### src/inc/pao_pkg.sv
// constants for the pipelined converter output interface
// assumes one 10 MHz clock and an asynchronous active-high reset
//
// Contract
// - a new sample is taken at each falling clock edge, the switch opening shortly after.
// - the code of a sample reaches the pins two cycles after it was taken, plus output delay.
// - one fresh word is produced every running cycle and the capture side reads one per clock unless it stalls.
// - conversion runs while the clock runs and sleep_request is low, and stops otherwise.
// - with the active-low output enable low and sleep_request low, the pins are driven with the current result.
// - with output enable high or sleep_request high, the data_o pins are released; the stream outputs stay driven.
// - the input span between the two reference levels is quantised to ten bits.
// - inputs below the lower level give all zeros, inputs above the upper give all ones.
// - codes run from 0 to 1023, the top transition going from 1022 to 1023.
// - each data_o update appears a fixed delay after the falling clock edge; the stream outputs change on the rising edge.
// - the previous word stays valid on the pins for the hold time after the falling edge.
package pao_pkg;
	localparam int DATA_W = 10;
	localparam int SAMPLE_W = 12;
	localparam logic [DATA_W-1:0] CODE_MIN = 10'h000;
	localparam logic [DATA_W-1:0] CODE_MAX = 10'h3FF;
	localparam int PIPE_DEPTH = 2;
	localparam int FIFO_DEPTH = 16;
	localparam int CLK_PERIOD_NS = 100;
	localparam int WAKE_NS = 700;
	localparam int WAKE_CYC = (WAKE_NS + CLK_PERIOD_NS - 1) / CLK_PERIOD_NS;
	localparam logic [3:0] WAKE_CYC_W = 4'(WAKE_CYC);
	localparam logic [3:0] ZERO_CNT = 4'h0;
endpackage

### src/rtl/pao_fifo.sv
// synchronous fifo with valid/ready on both sides
// assumes one clock and an asynchronous active-high reset
`timescale 1ns/1ps
module pao_fifo
	import pao_pkg::*;
#(
	parameter int WIDTH = 10,
	parameter int DEPTH = 16
) (
	input wire logic clk_i,
	input wire logic rst_i,
	input wire logic in_valid_i,
	output logic in_ready_o,
	input wire logic [WIDTH-1:0] in_data_i,
	output logic out_valid_o,
	input wire logic out_ready_i,
	output logic [WIDTH-1:0] out_data_o
);
	localparam int AW = $clog2(DEPTH);
	typedef struct packed {
		logic [AW:0] wr;
		logic [AW:0] rd;
	} pao_fifo_st_t;
	pao_fifo_st_t s_q, s_d;
	logic [WIDTH-1:0] mem_q [DEPTH];
	logic full, empty, push, pop;

	assign full = (s_q.wr[AW] != s_q.rd[AW]) && (s_q.wr[AW-1:0] == s_q.rd[AW-1:0]);
	assign empty = s_q.wr == s_q.rd;
	assign in_ready_o = !full;
	assign out_valid_o = !empty;
	assign push = in_valid_i && !full;
	assign pop = out_ready_i && !empty;
	assign out_data_o = mem_q[s_q.rd[AW-1:0]];

	always_comb begin
		s_d = s_q;
		if (push) begin
			s_d.wr = s_q.wr + (AW + 1)'(1);
		end
		if (pop) begin
			s_d.rd = s_q.rd + (AW + 1)'(1);
		end
	end

	always_ff @(posedge clk_i or posedge rst_i) begin
		if (rst_i) begin
			s_q <= '0;
		end else begin
			s_q <= s_d;
		end
	end

	always_ff @(posedge clk_i) begin
		if (push) begin
			mem_q[s_q.wr[AW-1:0]] <= in_data_i;
		end
	end
endmodule

### src/rtl/pao_top.sv
// output side of a pipelined ten-bit converter
// assumes sample_i comes from a digital quantiser model on the same clock
`timescale 1ns/1ps
module pao_top
	import pao_pkg::*;
(
	input wire logic clk_i,
	input wire logic rst_i,
	input wire logic [SAMPLE_W-1:0] sample_i,
	input wire logic [SAMPLE_W-1:0] ref_low_i,
	input wire logic [SAMPLE_W-1:0] ref_high_i,
	input wire logic sleep_request_i,
	input wire logic out_enable_n_i,
	output logic [DATA_W-1:0] data_o,
	output logic data_oe_o,
	output logic data_valid_o,
	output logic settled_o,
	output logic [DATA_W-1:0] stream_data_o,
	output logic stream_valid_o,
	input wire logic stream_ready_i,
	output logic overflow_o
);
	typedef struct packed {
		logic [1:0] sleep_sync;
		logic [1:0] oen_sync;
		logic [PIPE_DEPTH-1:0][DATA_W-1:0] pipe;
		logic [PIPE_DEPTH-1:0] pvld;
		logic [DATA_W-1:0] out;
		logic outv;
		logic [3:0] wake;
		logic ovf;
	} pao_st_t;
	pao_st_t s_q, s_d;
	logic fifo_ready;

	// clamp and scale a sample into a ten-bit code
	function automatic logic [DATA_W-1:0] quantise(input logic [SAMPLE_W-1:0] v,
		input logic [SAMPLE_W-1:0] lo, input logic [SAMPLE_W-1:0] hi);
		logic [SAMPLE_W-1:0] span;
		logic [SAMPLE_W+DATA_W-1:0] prod;
		logic [SAMPLE_W+DATA_W-1:0] q;
		span = hi - lo;
		prod = '0;
		q = '0;
		if (v <= lo || hi <= lo) begin
			quantise = CODE_MIN;
		end else if (v >= hi) begin
			quantise = CODE_MAX;
		end else begin
			prod = (SAMPLE_W + DATA_W)'(v - lo) * (SAMPLE_W + DATA_W)'(CODE_MAX);
			q = prod / (SAMPLE_W + DATA_W)'(span);
			quantise = (q > (SAMPLE_W + DATA_W)'(CODE_MAX)) ? CODE_MAX : q[DATA_W-1:0];
		end
	endfunction

	logic running;
	assign running = !s_q.sleep_sync[1];

	always_comb begin
		s_d = s_q;
		s_d.sleep_sync = {s_q.sleep_sync[0], sleep_request_i};
		s_d.oen_sync = {s_q.oen_sync[0], out_enable_n_i};
		if (running) begin
			s_d.pipe[0] = quantise(sample_i, ref_low_i, ref_high_i);
			s_d.pvld[0] = 1'b1;
			s_d.pipe[1] = s_q.pipe[0];
			s_d.pvld[1] = s_q.pvld[0];
			s_d.out = s_q.pipe[1];
			s_d.outv = s_q.pvld[1];
			if (s_q.wake != ZERO_CNT) begin
				s_d.wake = s_q.wake - 4'h1;
			end
		end else begin
			s_d.pvld = '0;
			s_d.outv = 1'b0;
			s_d.wake = WAKE_CYC_W;
		end
		if (s_d.outv && !fifo_ready) begin
			s_d.ovf = 1'b1;
		end
	end

	// pipeline advances on the falling edge; pins change after it and hold until the next
	always_ff @(negedge clk_i or posedge rst_i) begin
		if (rst_i) begin
			s_q <= '0;
		end else begin
			s_q <= s_d;
		end
	end

	assign data_o = s_q.out;
	assign data_oe_o = !s_q.oen_sync[1] && running;
	assign data_valid_o = s_q.outv && data_oe_o;
	assign settled_o = s_q.wake == ZERO_CNT && s_q.outv;
	assign overflow_o = s_q.ovf;

	pao_fifo #(
		.WIDTH(DATA_W),
		.DEPTH(FIFO_DEPTH)
	) u_fifo (
		.clk_i(clk_i),
		.rst_i(rst_i),
		.in_valid_i(s_q.outv),
		.in_ready_o(fifo_ready),
		.in_data_i(s_q.out),
		.out_valid_o(stream_valid_o),
		.out_ready_i(stream_ready_i),
		.out_data_o(stream_data_o)
	);
endmodule

### config.mk
export PLATFORM = sky130hd
export DESIGN_NAME = pao_top
export DESIGN_NICKNAME = d
export VERILOG_FILES = /design/src/inc/pao_pkg.sv /design/src/rtl/pao_fifo.sv /design/src/rtl/pao_top.sv
export SDC_FILE = /design/constraint.sdc
export NUM_CORES = 1
export LEC_CHECK = 0
export BUFFER_PORTS_ARGS = -buffer_cell sky130_fd_sc_hd__buf_4
export CORE_ASPECT_RATIO = 1.25
export CORE_MARGIN = 5
export CORE_UTILIZATION = 71
export CTS_BUF_LIST = sky130_fd_sc_hd__clkbuf_4
export CTS_CLUSTER_SIZE = 14
export DETAILED_ROUTE_END_ITERATION = 6
export PLACE_DENSITY = 0.89
export SYNTH_ARGS = -nofsm -noshare
export SYNTH_HDL_FRONTEND = slang
export SYNTH_SLANG_ARGS = --single-unit
### constraint.sdc
create_clock -name clk_i -period 8.11 [get_ports clk_i]
set_input_delay 0.811 -clock clk_i [delete_from_list [all_inputs] [get_ports clk_i]]
set_output_delay 0.811 -clock clk_i [all_outputs]
set_load 0.02 [all_outputs]
==> flow_summary.ini, run 1 <==
[synth]
seq_area_frac_synth_pct = 25.44
synth_area_sq_um = 24000
synth_xor_area_share_pct = 5.072
ys.flop_type = edfxtp_1
synthAdderAreaFrac_pct = 21.21
yosysWarnings = 0
synth.largest_area_cell = edfxtp_1
synth_enable_flop_cells = 160
avgSynthCellArea_sq_um = 9.446
synth_async_sr_flop_share_pct = 24.53
synth_commonest_cells = ha_1, nor2_1, inv_1
syn_nets = 2946
synth.top_cell.area_share_pct = 20.02
synth_cells = 2541
muxShareOfSynthArea_pct = 8.846
synthSimpleGateAreaFrac_pct = 15.45
synthTopCellsByArea = edfxtp_1, ha_1, fa_1
ys_ff_latch = 212
synth.distinct_cells = 100
synth-compound-area-share_pct = 19.77
synth.most_common_cell = ha_1
synth_top_family_by_area = adder cells

[place]
io_buffers = 65
place_congestion = 1.055
hpwl_um = 94670

[status]
outcome = aborted with a tool error
error = [ERROR DPL-0033] detailed placement checks failed during check placement.
haltStage = detailed placement (3_5_place_dp)

[floorplanning]
io_pins = 66
die_w_um = 174.5
rows = 75
initial_core_util_pct = 71.65
die_y_um = 215.6
## kinds of logic after synthesis
logic type                 Yosys count
AOI/OAI and AO/OA                  682
buffers and inverters              251
xor gates and xnor gates           139
adders and majority gates          365
muxes                              140
DFF                                212
and+or+nand+nor                    752
## metrics by stage
stage	cell area, sq um	cells	hold WS, ns
global placement	32550	3849	0.2942
floorplan	25300	2541	0.2917
==> run 2, diff against run 1 <==
==> config.mk (replaced) <==
export PLATFORM = sky130hd
export DESIGN_NAME = pao_top
export DESIGN_NICKNAME = d
export VERILOG_FILES = /design/src/inc/pao_pkg.sv /design/src/rtl/pao_fifo.sv /design/src/rtl/pao_top.sv
export SDC_FILE = /design/constraint.sdc
export NUM_CORES = 1
export LEC_CHECK = 0
export BUFFER_PORTS_ARGS = -buffer_cell sky130_fd_sc_hd__buf_4
export CORE_MARGIN = 5
export CORE_UTILIZATION = 40
export DETAILED_ROUTE_END_ITERATION = 6
export PLACE_DENSITY_LB_ADDON = 0.15
export SYNTH_ARGS = -nofsm -noshare
export SYNTH_HDL_FRONTEND = slang
export SYNTH_SLANG_ARGS = --single-unit
==> run 2 against run 1 <==
  * The flow now finishes, with violations (setup timing)
  * Area after synthesis unchanged
  * Synthesized cell count stayed put
==> flow_summary.ini, run 2 <==
[status]
outcome = finished, violations left
violations = setup timing

[hold_path]
hold_path.class = register to register
min-delay-start = s_d[39]

[floorplanning]
die_w_um = 255.0
io_pins = 66
initial_core_util_pct = 40.51
design.core.area_sq_um = 59240
fp.dieArea_sq_um = 65000
rows = 89
die_y_um = 255.0

[sta]
slew_violations = 0
finalHoldViolCount = 0
rsz0062_at_grt = true
setup_viol = 10
setup_tns_ns = -348.96
setup_ws_ns = -47.86
finalClockSkew_ns = 0.03320
relSlewSlack_pct = 30.56
tightest_slew_ns = 1.040

[cts]
cts_tree = yes
insertion_delay_ns = 0.52
cts_buffer_depth = 3
path_clk_slew_ns = 0.04
numClockSinks = 212
cts_max_level = 1
cts_root_buffer = clkbuf_16
numCtsBuffers = 23
hold_buffers = 0

[synth]
synthSimpleGateAreaFrac_pct = 15.45
synth.most_common_cell = ha_1
synth_enable_flop_cells = 160
synth_top_family_by_area = adder cells
ys_ff_latch = 212
synthAdderAreaFrac_pct = 21.21
muxShareOfSynthArea_pct = 8.846
synth.distinct_cells = 100
yosysWarnings = 0
seq_area_frac_synth_pct = 25.44
synth-compound-area-share_pct = 19.77
synthTopCellsByArea = edfxtp_1, ha_1, fa_1
synth_xor_area_share_pct = 5.072
synth.top_cell.area_share_pct = 20.02
synth_commonest_cells = ha_1, nor2_1, inv_1
synth_area_sq_um = 24000
synth_async_sr_flop_share_pct = 24.53
synth.largest_area_cell = edfxtp_1
avgSynthCellArea_sq_um = 9.446
syn_nets = 2946
ys.flop_type = edfxtp_1
synth_cells = 2541

[finish]
final_common_cell = buf_4
area_growth_pct = 59.89
final_cell_mix = buf_4, ha_1, inv_1
n_antenna_cell = 0
drive_gt1_share_pct = 49.17
nNetsFinal = 4246
largest_register_ffs = 160

[grt]
grtUsageMet1_pct = 33.06
use_met2_pct = 46.41
grt_remaining_overflow = 0
grt_pass1_wl_um = 135200
antenna_found_initial = 1
grt.met3_usage_pct = 1.148
grt_busiest_layer = met2
grt_max_degree = 53
first_global_vias = 25920
grt_use_total_pct = 25.57

[setup_path]
crit_family = compound AO/OA/AOI/OAI gates
path_common_cell = buf_4
startpoint = ref_low_i[2]
reg2reg_from = s_q[5]
critPathArrivalTime_ns = 52.26
required_ns = 4.40
cp_max_fo = 6
cpPeakStageDelay_ns = 0.58
cp-end-kind = register
cp-start-kind = input pin
crit_type = input pin to register
critPathSlowestCell = or4_4
crit_buf_inv = 67

[place]
hpwl_um = 63540
place_congestion = 0.9139
io_buffers = 65

[run]
drv_cap = 0

[detailed_routing]
drtPass1Iterations = 6
drc_errors = 0
vias = 25310
ant_nets = 0
avgViaCountPerCell = 5.465
wl_per_cell_um = 18.63
drt-total-wl_um = 86290
initialDrtViolationCount = 1500
[run 2: cell families (layout without fill, tap and decap cells)]
group | count (synthesis) | after routing
flops | 212 | 212
buf+inv | 251 | 1568
fa+ha+maj | 365 | 365
simple gates | 752 | 752
compound gates | 682 | 682
mux | 140 | 140
xor+xnor | 139 | 139
[run 2: worst register-to-register path: cells and delay by family, from the launching register on]
| kind | cells | cell delay [ns] |
|---|---|---|
| buffers and inverters | 1 | 0.30 |
| DFF | 1 | 0.43 |
| AOI/OAI and AO/OA | 1 | 0.56 |
| and+or+nand+nor | 2 | 0.98 |
[run 2: repair_timing]
item                       4_1_cts  5_1_grt
gates cloned                     0        1
setup endpoints to repair       10       10
buffers inserted               260      101
pin swaps                      170      198
gates resized for setup        176      165
[run 2: stage by stage]
step | cell area (sq um) | utilization (%) | hold slack, ns | setup WS (ns) | cells
global route | 38380 | 64.78 | 0.3121 | -50.29 | 4631
floorplan | 25300 | - | 0.2917 | -48.25 | 2541
CTS | 36830 | 62.17 | 0.3111 | -46.84 | 4538
finish | 38380 | 64.78 | 0.3086 | -47.86 | 4631
detailed placement | 33250 | 56.12 | 0.3022 | -49.55 | 4236
global placement | 33250 | 56.12 | 0.3049 | -48.47 | 4236
[run 2: area by class of cell]
class | count | area (sq um)
clock buffers | 29 | 608.1
flip-flops and latches | 212 | 6108
inverters | 180 | 699.4
fillers | 4703 | 20870
well taps | 773 | 967.2
clock inverters | 13 | 122.6
repair buffers | 1346 | 10370
multi-input cells | 2078 | 19500
[run 2: path summary, 6_finish.rpt]
kind | to | slack (ns) | depth (start not counted)
setup / recovery | s_q[18] | -47.86 | 288
max in group asynchronous | s_q[36] | 2.92 | 2
hold / removal | s_q[39] | 0.31 | 0
setup reg to reg | u_fifo.mem_q[15][4] | 1.47 | 4
hold reg to reg | s_q[39] | 0.31 | 0
min in group asynchronous | u_fifo.s_q[0] | 0.57 | 2
[run 2: routing by layer]
| layer | share of wire, % | vias up | wire length (um) |
|---|---|---|---|
| li1 | - | 12130 | - |
| met1 | 42 | 12340 | 36580 |
| met2 | 50 | 649 | 43390 |
| met3 | 3.5 | 196 | 3053 |
| met4 | 3.8 | 0 | 3263 |
| met5 | 0 | - | 0 |
Power of run 2 is left out: the tool's default activity adds up to more than one toggle a clock period on the data nets, which glitch-free logic cannot reach.
==> run 3, diff against run 2 <==
--- a/config.mk
+++ b/config.mk
@@ -6,10 +6,13 @@
 export NUM_CORES = 1
 export LEC_CHECK = 0
 export BUFFER_PORTS_ARGS = -buffer_cell sky130_fd_sc_hd__buf_4
+export CELL_PAD_IN_SITES_DETAIL_PLACEMENT = 0
+export CELL_PAD_IN_SITES_GLOBAL_PLACEMENT = 1
 export CORE_MARGIN = 5
-export CORE_UTILIZATION = 40
+export CORE_UTILIZATION = 55
 export DETAILED_ROUTE_END_ITERATION = 6
 export PLACE_DENSITY_LB_ADDON = 0.15
 export SYNTH_ARGS = -nofsm -noshare
 export SYNTH_HDL_FRONTEND = slang
+export SYNTH_HIERARCHICAL = 1
 export SYNTH_SLANG_ARGS = --single-unit
==> run 3 against run 2 <==
  * The flow now stops in global routing (5_1_grt)
  * Synthesized cell count rose by 1.8%
  * Area after synthesis rose by 1.7%
==> flow_summary.ini, run 3 <==
[floorplanning]
io_pins = 66
die_y_um = 220.7
rows = 77
initial_core_util_pct = 55.46
die_w_um = 220.7

[synth]
synth_cells = 2587
seq_area_frac_synth_pct = 25.00
synth_commonest_cells = ha_1, nor2_1, nand2_1
synthTopCellsByArea = edfxtp_1, ha_1, fa_1
synth.most_common_cell = ha_1
synth_enable_flop_cells = 160
syn_nets = 2992
synth.distinct_cells = 124
synth_async_sr_flop_share_pct = 24.53
ys.flop_type = edfxtp_1
synth.largest_area_cell = edfxtp_1
ys_ff_latch = 212
synth_area_sq_um = 24420
avgSynthCellArea_sq_um = 9.439
yosysWarnings = 6
synth.top_cell.area_share_pct = 19.68

[grt]
grt_use_total_pct = 66.64
grt_max_degree = 44
grt_remaining_overflow = 16

[cts]
numClockSinks = 212
cts_root_buffer = clkbuf_16
cts_buffer_depth = 3
numCtsBuffers = 22
cts_max_level = 1

[place]
hpwl_um = 64950
io_buffers = 65
place_congestion = 0.9549

[status]
error = [ERROR GRT-0232] Routing congestion too high. Check the congestion heatmap in the GUI.
haltStage = global routing (5_1_grt)
outcome = aborted with a tool error

[sta]
worstEndpointGrtRepair = s_q[18]$_DFFE_NP0N_/D
worstEpCategory = register input
==> run 3: changes by cell type after synthesis, sizes merged, moves of 13 or more <==
cell,delta
nor2,+15
nand2,+23
nor2b,+13
a22oi,+17
==> run 3: repair_timing <==
action,4_1_cts
hold buffers,0
resized for setup,162
pin swaps,227
endpoints found under the setup margin,10
setup buffers,378
==> run 3: cells by family after synthesis <==
| family | Yosys count | share of synthesized area [%] |
|---|---|---|
| and+or+nand+nor | 785 | 16.00 |
| AOI/OAI and AO/OA | 688 | 20.24 |
| adders and majority gates | 364 | 20.80 |
| buffers and inverters | 259 | 4.540 |
| DFF | 212 | 25.00 |
| xor gates and xnor gates | 142 | 5.155 |
| muxes | 137 | 8.265 |
==> run 3: layer usage <==
metal | global-route usage (%) | overflow
met5 | 34.24 | 0
met4 | 64.56 | 8
met3 | 49.92 | 0
met2 | 83.75 | 8
met1 | 66.43 | 0
==> run 3: metrics by stage <==
| stage | utilization (%) | hold slack, ns | setup WS, ns | instance area (sq um) | cells |
|---|---|---|---|---|---|
| after floorplan | - | 0.2917 | -49.60 | 25490 | 2587 |
| after global placement | 74.82 | 0.2924 | -48.03 | 32940 | 4069 |
| after detailed placement | 74.82 | 0.3000 | -50.01 | 32940 | 4069 |
| after CTS | 84.55 | 0.3082 | -47.35 | 37230 | 4485 |
